[src/core/ibed_regs.svh]
// Timing and code constants for the bus error detector.
`ifndef IBED_REGS_SVH
`define IBED_REGS_SVH
`define IBED_CLK_MHZ 250
`define IBED_HALF_NS 2500
`define IBED_HALF_CYC ((`IBED_HALF_NS * `IBED_CLK_MHZ + 999) / 1000)
`define IBED_BITS_PER_XFER 4'h9
`define IBED_PULSE_FIRST 4'h1
`define IBED_PULSE_SECOND 4'h2
`define IBED_PULSE_ZERO 4'h0
`define IBED_DIV_ZERO 12'h000
`define IBED_DIV_ONE 12'h001
`endif

[src/core/ibed_pkg.sv]
// Types for the bus error detector.
package ibed_pkg;
  typedef enum logic [2:0] {
    IBED_IDLE, IBED_WAIT_START, IBED_START, IBED_BIT_LO, IBED_BIT_HI, IBED_STOP
  } ibed_state_t;
  typedef logic [3:0] ibed_pulse_t;
endpackage

[src/core/ibed_cond_if.sv]
// Bus condition events passed from the line watcher to the master.
`timescale 1ns/100ps
`default_nettype none
interface ibed_cond_if;
  logic start_seen;
  logic stop_seen;
  logic scl_rise;
  logic sda_lvl;
  logic scl_lvl;
  modport watch (output start_seen, output stop_seen, output scl_rise, output sda_lvl,
                 output scl_lvl);
  modport user (input start_seen, input stop_seen, input scl_rise, input sda_lvl,
                input scl_lvl);
endinterface
`default_nettype wire

[src/core/ibed_watch.sv]
// Synchronises the bus lines and detects START, STOP and clock rises.
`timescale 1ns/100ps
`default_nettype none
module ibed_watch (
  input wire logic mclk,
  input wire logic rst_b,
  input wire logic scl_in,
  input wire logic sda_in,
  ibed_cond_if.watch cond
);
  import ibed_pkg::*;
  logic [1:0] scl_sy_ff, sda_sy_ff;
  logic scl_d_ff, sda_d_ff;
  logic [1:0] nxt_scl_sy, nxt_sda_sy;
  logic nxt_scl_d, nxt_sda_d;
  always_comb begin
    nxt_scl_sy = {scl_sy_ff[0], scl_in};
    nxt_sda_sy = {sda_sy_ff[0], sda_in};
    nxt_scl_d = scl_sy_ff[1];
    nxt_sda_d = sda_sy_ff[1];
  end
  always_ff @(posedge mclk or negedge rst_b) begin
    if (!rst_b) begin
      scl_sy_ff <= 2'h3;
      sda_sy_ff <= 2'h3;
      scl_d_ff <= 1'b1;
      sda_d_ff <= 1'b1;
    end else begin
      scl_sy_ff <= nxt_scl_sy;
      sda_sy_ff <= nxt_sda_sy;
      scl_d_ff <= nxt_scl_d;
      sda_d_ff <= nxt_sda_d;
    end
  end
  assign cond.scl_lvl = scl_sy_ff[1];
  assign cond.sda_lvl = sda_sy_ff[1];
  assign cond.start_seen = scl_sy_ff[1] && scl_d_ff && sda_d_ff && !sda_sy_ff[1];
  assign cond.stop_seen = scl_sy_ff[1] && scl_d_ff && !sda_d_ff && sda_sy_ff[1];
  assign cond.scl_rise = scl_sy_ff[1] && !scl_d_ff;
endmodule
`default_nettype wire

[src/core/ibed_master.sv]
// Master transmitter with the documented start and bus error behaviour.
// Contract
// - Foreign START while own START pending ignored.
// - After NACK, repeated START and address possible.
// - No bus error on pulses one or two.
// - Misplaced condition there clears busy, transfer continues.
// - Misplaced condition elsewhere sets bus error flag.
// - Foreign misplaced condition on pulses one/two unflagged.
// - NACK or busy loss permits restart.
// - Busy clearing treated like bus error; the code sets no bus error flag when busy clears on pulses one or two.
`timescale 1ns/100ps
`default_nettype none
`include "ibed_regs.svh"
module ibed_master (
  input wire logic mclk,
  input wire logic rst_b,
  input wire logic scl_in,
  input wire logic sda_in,
  input wire logic start_req,
  input wire logic stop_req,
  input wire logic [7:0] tx_byte,
  output logic scl_out,
  output logic scl_oe,
  output logic sda_out,
  output logic sda_oe,
  output logic bus_busy_ff,
  output logic bus_error_flag_ff,
  output logic nack_ff,
  output logic byte_done_ff,
  output ibed_pkg::ibed_state_t state_ff
);
  import ibed_pkg::*;
  ibed_cond_if cond ();
  ibed_watch u_watch (
    .mclk(mclk),
    .rst_b(rst_b),
    .scl_in(scl_in),
    .sda_in(sda_in),
    .cond(cond)
  );

  function automatic logic early_pulse(input ibed_pulse_t p);
    early_pulse = (p == `IBED_PULSE_FIRST) || (p == `IBED_PULSE_SECOND);
  endfunction

  ibed_state_t nxt_state;
  ibed_pulse_t pulse_ff, nxt_pulse;
  logic [11:0] div_ff, nxt_div;
  logic [7:0] shift_ff, nxt_shift;
  logic sda_drv_ff, nxt_sda_drv, scl_drv_ff, nxt_scl_drv;
  logic nxt_busy, nxt_bus_error_flag, nxt_nack, nxt_done;
  logic tick, misplaced;

  assign tick = (div_ff == `IBED_DIV_ZERO);
  // Drive low only; releasing the line lets the pull-up win.
  assign scl_out = 1'b0;
  assign sda_out = 1'b0;
  assign scl_oe = scl_drv_ff;
  assign sda_oe = sda_drv_ff;
  assign misplaced = (cond.start_seen || cond.stop_seen) &&
                     (state_ff == IBED_BIT_LO || state_ff == IBED_BIT_HI);

  always_comb begin
    nxt_state = state_ff;
    nxt_pulse = pulse_ff;
    nxt_div = tick ? 12'(`IBED_HALF_CYC) : div_ff - `IBED_DIV_ONE;
    nxt_shift = shift_ff;
    nxt_sda_drv = sda_drv_ff;
    nxt_scl_drv = scl_drv_ff;
    nxt_busy = bus_busy_ff;
    nxt_bus_error_flag = bus_error_flag_ff;
    nxt_nack = nack_ff;
    nxt_done = 1'b0;
    if (cond.start_seen) begin
      nxt_busy = 1'b1;
    end
    if (cond.stop_seen) begin
      nxt_busy = 1'b0;
    end
    if (misplaced && early_pulse(pulse_ff)) begin
      nxt_busy = 1'b0;
    end
    // A new request clears the flag, but a condition seen in the same
    // cycle must not be lost, so the set below overrides this clear.
    if (start_req) begin
      nxt_bus_error_flag = 1'b0;
    end
    if (misplaced && !early_pulse(pulse_ff)) begin
      nxt_bus_error_flag = 1'b1;
    end
    unique case (state_ff)
      IBED_IDLE: begin
        nxt_scl_drv = 1'b0;
        nxt_sda_drv = 1'b0;
        // A new request restarts the transfer.
        if (start_req) begin
          nxt_nack = 1'b0;
          nxt_shift = tx_byte;
          nxt_state = IBED_WAIT_START;
        end
      end
      IBED_WAIT_START: begin
        // Foreign START here is not acted on.
        if (tick) begin
          nxt_sda_drv = 1'b1;
          nxt_state = IBED_START;
        end
      end
      IBED_START: begin
        if (tick) begin
          nxt_scl_drv = 1'b1;
          nxt_pulse = `IBED_PULSE_FIRST;
          nxt_state = IBED_BIT_LO;
        end
      end
      IBED_BIT_LO: begin
        // Data moves one cycle after SCL falls, never together with its rise.
        if (div_ff == 12'(`IBED_HALF_CYC)) begin
          if (pulse_ff == `IBED_BITS_PER_XFER) begin
            nxt_sda_drv = 1'b0;
          end else begin
            nxt_sda_drv = !shift_ff[7];
          end
        end
        if (tick) begin
          nxt_scl_drv = 1'b0;
          nxt_state = IBED_BIT_HI;
        end
      end
      IBED_BIT_HI: begin
        if (cond.scl_lvl && tick) begin
          nxt_scl_drv = 1'b1;
          if (pulse_ff == `IBED_BITS_PER_XFER) begin
            nxt_nack = cond.sda_lvl;
            nxt_done = 1'b1;
            nxt_pulse = `IBED_PULSE_ZERO;
            nxt_sda_drv = 1'b1;
            nxt_state = IBED_STOP;
          end else begin
            nxt_shift = {shift_ff[6:0], 1'b0};
            nxt_pulse = pulse_ff + `IBED_PULSE_FIRST;
            nxt_state = IBED_BIT_LO;
          end
        end
      end
      IBED_STOP: begin
        // Stop is held until asked for, so software may instead restart.
        if (start_req) begin
          nxt_nack = 1'b0;
          nxt_shift = tx_byte;
          nxt_sda_drv = 1'b0;
          nxt_scl_drv = 1'b0;
          nxt_state = IBED_WAIT_START;
        end else if (stop_req && tick) begin
          nxt_scl_drv = 1'b0;
          nxt_state = IBED_IDLE;
        end
      end
    endcase
  end

  always_ff @(posedge mclk or negedge rst_b) begin
    if (!rst_b) begin
      state_ff <= IBED_IDLE;
      pulse_ff <= `IBED_PULSE_ZERO;
      div_ff <= `IBED_DIV_ZERO;
      shift_ff <= 8'h00;
      sda_drv_ff <= 1'b0;
      scl_drv_ff <= 1'b0;
      bus_busy_ff <= 1'b0;
      bus_error_flag_ff <= 1'b0;
      nack_ff <= 1'b0;
      byte_done_ff <= 1'b0;
    end else begin
      state_ff <= nxt_state;
      pulse_ff <= nxt_pulse;
      div_ff <= nxt_div;
      shift_ff <= nxt_shift;
      sda_drv_ff <= nxt_sda_drv;
      scl_drv_ff <= nxt_scl_drv;
      bus_busy_ff <= nxt_busy;
      bus_error_flag_ff <= nxt_bus_error_flag;
      nack_ff <= nxt_nack;
      byte_done_ff <= nxt_done;
    end
  end

  chk_early_no_bus_error_flag: assert property (@(posedge mclk) disable iff (!rst_b)
    misplaced && early_pulse(pulse_ff) && !start_req |=> $stable(bus_error_flag_ff))
    else $error("bus error raised on early pulse");
  chk_early_busy_clr: assert property (@(posedge mclk) disable iff (!rst_b)
    misplaced && early_pulse(pulse_ff) |=> !bus_busy_ff)
    else $error("busy not cleared on early misplaced condition");
  chk_late_bus_error_flag: assert property (@(posedge mclk) disable iff (!rst_b)
    misplaced && !early_pulse(pulse_ff) |=> bus_error_flag_ff)
    else $error("bus error missing on late misplaced condition");
  chk_busy_start: assert property (@(posedge mclk) disable iff (!rst_b)
    cond.start_seen && !cond.stop_seen && !misplaced |=> bus_busy_ff)
    else $error("busy not set on start");
  chk_busy_stop: assert property (@(posedge mclk) disable iff (!rst_b)
    cond.stop_seen |=> !bus_busy_ff)
    else $error("busy not cleared on stop");
  chk_restart_ok: assert property (@(posedge mclk) disable iff (!rst_b)
    state_ff == IBED_STOP && start_req |=> state_ff == IBED_WAIT_START && !nack_ff)
    else $error("restart not taken after byte");
  chk_pending_start: assert property (@(posedge mclk) disable iff (!rst_b)
    state_ff == IBED_WAIT_START && !tick |=> state_ff == IBED_WAIT_START)
    else $error("pending start disturbed");
  chk_done_pulse: assert property (@(posedge mclk) disable iff (!rst_b)
    byte_done_ff |-> state_ff == IBED_STOP ##1 !byte_done_ff)
    else $error("byte done not a single pulse");
  chk_bus_error_flag_sticky: assert property (@(posedge mclk) disable iff (!rst_b)
    bus_error_flag_ff && !start_req |=> bus_error_flag_ff)
    else $error("bus error flag lost without a new request");
  chk_nack_held: assert property (@(posedge mclk) disable iff (!rst_b)
    state_ff == IBED_STOP && !start_req |=> $stable(nack_ff))
    else $error("acknowledge result lost before restart");
endmodule
`default_nettype wire

[config.mk]
export PLATFORM = sky130hd
export DESIGN_NAME = ibed_master
export DESIGN_NICKNAME = d
export VERILOG_FILES = /design/src/core/ibed_pkg.sv /design/src/core/ibed_cond_if.sv /design/src/core/ibed_watch.sv /design/src/core/ibed_master.sv
export VERILOG_INCLUDE_DIRS = /design/src /design/src/core
export SDC_FILE = /design/constraint.sdc
export NUM_CORES = 1
export LEC_CHECK = 0
export ABC_AREA = 1
export BUFFER_PORTS_ARGS = -buffer_cell sky130_fd_sc_hd__buf_2
export CAP_MARGIN = 20
export CELL_PAD_IN_SITES_DETAIL_PLACEMENT = 0
export CELL_PAD_IN_SITES_GLOBAL_PLACEMENT = 1
export CORE_MARGIN = 1.5
export CORE_UTILIZATION = 41
export CTS_BUF_LIST = sky130_fd_sc_hd__clkbuf_4
export CTS_CLUSTER_SIZE = 10
export DETAILED_ROUTE_END_ITERATION = 10
export PLACE_DENSITY = 0.87
export REMOVE_ABC_BUFFERS = 1
export SLEW_MARGIN = 40
export SYNTH_ARGS = -nofsm -noshare
export SYNTH_HDL_FRONTEND = slang
export SYNTH_SLANG_ARGS = --single-unit
[constraint.sdc]
create_clock -name mclk -period 1.55 [get_ports mclk]
set_input_delay 0 -clock mclk [delete_from_list [all_inputs] [get_ports mclk]]
set_output_delay 0 -clock mclk [all_outputs]
set_load 0.01 [all_outputs]
Word level (Yosys, flattened, before mapping) --
Cells that the tools add are included. W data, S select, Z words.
Word-level totals: register bits after elaboration 39, bits of input ports 14, output and inout bits 11, logic and storage cells 108
Cells by class: add/subtract/negate cells 2, eq/ne operators 20, mux-type cells 40, reduce and logical (&&, ||, !) cells 32
Operators with widths (count):
- $mux W3 | 8
- $mux W8 | 3
- $mux W1 | 19
- $pmux W3 S6 | 1
- $pmux W8 S2 | 1
- $eq A12 B10 Y1 const B | 1
- $logic_not A12 Y1 | 1
- $mux W12 | 1
- $mux W4 | 3
- $ne A2 B2 Y1 const B | 6
- $reduce_and A6 Y1 | 2
- $sub A12 B1 Y12 const B | 1
- $logic_and A1 B1 Y1 | 10
- $pmux W1 S5 | 2
- $reduce_bool A5 Y1 | 2
- $ne A2 B1 Y1 const B | 4
- $pmux W4 S2 | 1
- $reduce_and A4 Y1 | 2
- $eq A3 B2 Y1 const B | 2
- $eq A3 B3 Y1 const B | 2
- $reduce_bool A2 Y1 | 3
- $reduce_and A5 Y1 | 1
- $add A4 B1 Y4 const B | 1
- $eq A4 B1 Y1 const B | 1
- 11 further kinds | 16

Logic depth before layout (Yosys ltp) --
depth after elaboration 7, gate-level depth with buffers 11, depth with buffers taken out 11

Cells and area by module --
Synthesis repeated with hierarchy kept, for this count alone.
Second synthesis, totals: cell total of the unflattened synthesis 251, area, all modules 2120.8 µm²
Modules (own cells, without submodules):
- ibed_master | instances 1, cells each 236, area an instance 1929.4 µm², sequential area each 825.8 µm²
- ibed_watch | instances 1, cells each 15, area an instance 191.4 µm², sequential area each 157.7 µm²

Worst setup path after synthesis --
No wires, ideal clock.
path kind register to register, start register div_ff[0], end register shift_ff[5], setup time 0.122 ns, arrival 1.419 ns, required time 1.428 ns, path slack 0.009 ns, cell stages (with the launch flop) 11, path buffers 1, period minus slack after synthesis 1.541 ns, path through dfrtp_1 inv_1 ha_1 nand2_1 nor2_4 nand3_2 nand2_4 nand3_4 buf_6 nand2_2 o21ai_2
On the way: cells in the longest elaborated chain, start to end 4
Ends and longest elaborated chain:
- start: declaration | line ibed_master.sv:48 | logic [11:0] div_ff, nxt_div;
- start signal: assignment | line ibed_master.sv:166 | div_ff <= `IBED_DIV_ZERO;
- start signal: assignment | line ibed_master.sv:177 | div_ff <= nxt_div;
- $logic_not A12 Y1 (no source line)
- $logic_and A1 B1 Y1 | line ibed_master.sv:131 | if (cond.scl_lvl && tick) begin
- $ne A2 B1 Y1 (no source line)
- $reduce_and A4 Y1 (no source line)
- end signal: assignment | line ibed_master.sv:178 | shift_ff <= nxt_shift;
- end: declaration | line ibed_master.sv:49 | logic [7:0] shift_ff, nxt_shift;
Every way passes these cells. A chain may end at the register's enable or synchronous reset.

Worst setup path after layout --
start register state_ff[2], end register shift_ff[4]
On the way: cells in the longest elaborated chain, start to end 4, elaborated cells between the ends (all ways) 10, those cells by class 5 x eq/ne; 1 x mux; 4 x reduce/logical
Ends and longest elaborated chain:
- start: declaration | line ibed_master.sv:30 | output ibed_pkg::ibed_state_t state_ff
- start signal: assignment | line ibed_master.sv:175 | state_ff <= nxt_state;
- $eq A3 B3 Y1 or $logic_not A3 Y1 (tied branches) | line ibed_master.sv:91 | unique case (state_ff)
- $reduce_or A2 Y1 (no source line)
- $ne A2 B1 Y1 (no source line) or $reduce_bool A2 Y1 (tied branches)
- $reduce_and A4 Y1 (no source line)
Several ways; a longest one is shown, not always the timed one.

==> impl_metrics.json <==
{
  "synthMostInstantiatedCell": "nand2_1",
  "wl_per_cell_um": 12.1,
  "path_class": "flip-flop to flip-flop",
  "drtPass1Iterations": 4,
  "synth.largest_area_cell": "dfrtp_1",
  "htree_levels": 2,
  "min_from": "start_req",
  "grt_pass1_wl_um": 7910,
  "drtIter0Drc": 119,
  "ir_worst_vdd_mv": 0.538,
  "setup_slack_ns": 0.0133,
  "worstSetupEndpointType": "flip-flop",
  "dp_hpwl_um": 3490,
  "vias": 1901,
  "routed_wl_um": 4760,
  "start_util_pct": 42.1,
  "drc": 0,
  "final_cells": 394,
  "hold_class": "input port to flip-flop",
  "die_h_um": 75.2,
  "port_buffers": 22,
  "cts.clk_slew.worst_paths_ns": 0.12,
  "leakage_nw": 1.44,
  "fin_crit_sh_pct": 99.1,
  "status": "completed",
  "final_util_pct": 57.3,
  "ios": 25,
  "clk_path_buf_depth": 2,
  "timing.rr.start": "state_ff[2]",
  "antennaDiodeCount": 0,
  "ys_seq_elements": 39,
  "synth-async-reset-ratio_pct": 100,
  "synth_edf_count": 0,
  "setup_viol": 0,
  "rsz0062_at_grt": "true",
  "crit_fanout": 8,
  "grt.total_usage_pct": 18.3,
  "required_ns": 1.79,
  "cp.arrival_ns": 1.78,
  "finalClockSkew_ns": 0.0133,
  "postRouteAntennaNets": 0,
  "maxCapViolations": 0,
  "grt_pass1_vias": 1783,
  "numCtsBuffers": 5,
  "clkPwrFrac_pct": 37.1,
  "period_minus_slack_ns": 1.54,
  "switchingPower_w": 0.000388,
  "synthTopCellsByCount": "nand2_1 (53), dfrtp_1 (33), nor2_1 (26)",
  "cts_sinks": 39,
  "syn-mean-instance-area_sq_um": 8.55,
  "synthTopCellsByArea": "dfrtp_1 (39%), nand2_1 (9.3%), dfstp_2 (7.4%), nand3_1 (4.9%), nor2_1 (4.6%)",
  "yosys_warnings": 0,
  "drive_gt1_share_pct": 40.7,
  "clk_root_buffer_cell": "clkbuf_4",
  "area_growth_syn_to_layout_pct": 36.0,
  "busiest_layer": "met2",
  "insertion_delay_ns": 0.35,
  "coreArea_sq_um": 5070,
  "rows": 26,
  "die_w_um": 75.2,
  "critPathLaunch": "state_ff[2]",
  "overflow": 0,
  "detailedPlace.worstSlack_ns": -0.0696,
  "slew_viol_final": 0,
  "tritoncts": "done",
  "met1_usage_pct": 23.8,
  "synthDominantCellAreaShare_pct": 38.6,
  "fillCellCount": 456,
  "ys.flop_type": "dfrtp_1",
  "grt_use_met2_pct": 30.9,
  "grt_max_degree": 19,
  "syn_inst": 250,
  "setup_tns_ns": 0,
  "syn_area_sq_um": 2140,
  "pwr-share-comb_pct": 4.8,
  "fin_hold_ws_ns": 0.0568,
  "met3_usage_pct": 3.88,
  "switching_share_pct": 21.6,
  "synth-seq-area-share_pct": 46.0,
  "dpl.cell_count": 371,
  "gp_congestion": 0.832,
  "seqPwrFrac_pct": 58.1,
  "synthDistinctLibCells": 38,
  "hold_viol_final": 0,
  "power.density_nw_per_um2": 618,
  "start_kind": "flip-flop",
  "viasPerCell": 4.82,
  "antenna_found_initial": 0,
  "dieArea_sq_um": 5650,
  "power_report.internal_total_w": 0.00141,
  "nets": 340,
  "fmax_ghz": 0.651
}
## flip-flops by register name, summed over array words and instances, names as in the netlist
register	cells
bus_busy_ff	1
byte_done_ff	1
u_watch.scl_sy_ff	2
bus_error_flag_ff	1
sda_oe	1
shift_ff	8
u_watch.sda_d_ff	1
u_watch.sda_sy_ff	2
state_ff	3
scl_oe	1
pulse_ff	4
div_ff	12
u_watch.scl_d_ff	1
nack_ff	1
## per-stage QoR
step	power, W	cell area [sq um]
2_1_floorplan	0.00108	2110
6_report	0.00180	2910
4_1_cts	0.00182	2790
3_3_place_gp	0.00113	2540
5_1_grt	0.00188	2910
3_5_place_dp	0.00113	2540
## layer usage
metal  share of wire [%]  vias up  wire [um]
met1                  45      901       2160
met3                 3.2        8        152
met4                 1.5        0         71
met2                  50       33       2380
li1                    -      959          -
met5                   0        -          0
## cells in the final DEF (no fill, tap or decap), types with 10 or more instances in the layout
cell type | synthesis | routed
buf_2 | 0 | 22
buf_4 | 2 | 33
dfrtp_1 | 33 | 30
dlygate4sd3_1 | 0 | 11
inv_1 | 24 | 22
nand2_1 | 53 | 44
nand2_2 | 6 | 11
nand3_1 | 21 | 15
nor2_1 | 26 | 21
o21ai_0 | 11 | 10
## power by group through the flow
| stage | Sequential, W | Clock (W) | Combinational, W |
|---|---|---|---|
| 2_1_floorplan | 0.00106 | 0 | 0.0000137 |
| 3_3_place_gp | 0.00106 | 0 | 0.0000647 |
| 3_5_place_dp | 0.00106 | 0 | 0.0000655 |
| 4_1_cts | 0.00104 | 0.000685 | 0.0000866 |
| 5_1_grt | 0.00105 | 0.000738 | 0.0000958 |
| 6_report | 0.00104 | 0.000668 | 0.0000857 |
## kinds of logic after synthesis
logic type | synth area share [%]
compound gates | 10.1
flops | 46.0
simple gates | 29.4
xor+xnor | 2.46
mux | 3.28
fa+ha+maj | 1.76
other cells | 0.175
buf+inv | 6.79
## final timing paths
check / endpoint / slack [ns] / cells past startpoint
max: shift_ff[4] / 0.01 / 8
min: state_ff[0] / 0.06 / 5
max reg2reg: shift_ff[4] / 0.01 / 8
min reg2reg: u_watch.sda_sy_ff[1] / 0.36 / 0
max in group asynchronous: u_watch.scl_d_ff / 0.82 / 3
min in group asynchronous: bus_error_flag_ff / 0.12 / 2
## worst max-delay path: stages (launching register included)
cell     delay, ns
dfrtp_2       0.47
inv_1         0.17
nand2_4       0.11
nand2_8       0.07
inv_4         0.04
o21ai_4       0.21
nand3_4       0.19
nand2_2       0.11
o21ai_2       0.05
## final cells by class
cell class / count / area (sq um) / area share (%)
multi-input combinational: 179 / 1150 / 39.7
sequential: 39 / 987 / 34.0
timing repair buffer: 67 / 479 / 16.5
inverter: 31 / 121 / 4.18
tap: 70 / 87.6 / 3.01
clock inverter: 3 / 38.8 / 1.33
clock buffer: 5 / 37.5 / 1.29
## timing repair
action	4_1_cts	5_1_grt
hold buffers	11	0
gates resized for setup	9	31
setup endpoints to repair	13	21
pin swaps	4	12
hold endpoints to repair	41	0
setup buffers	2	1
cloned	1	0
Power figures use the tool's default switching activity.
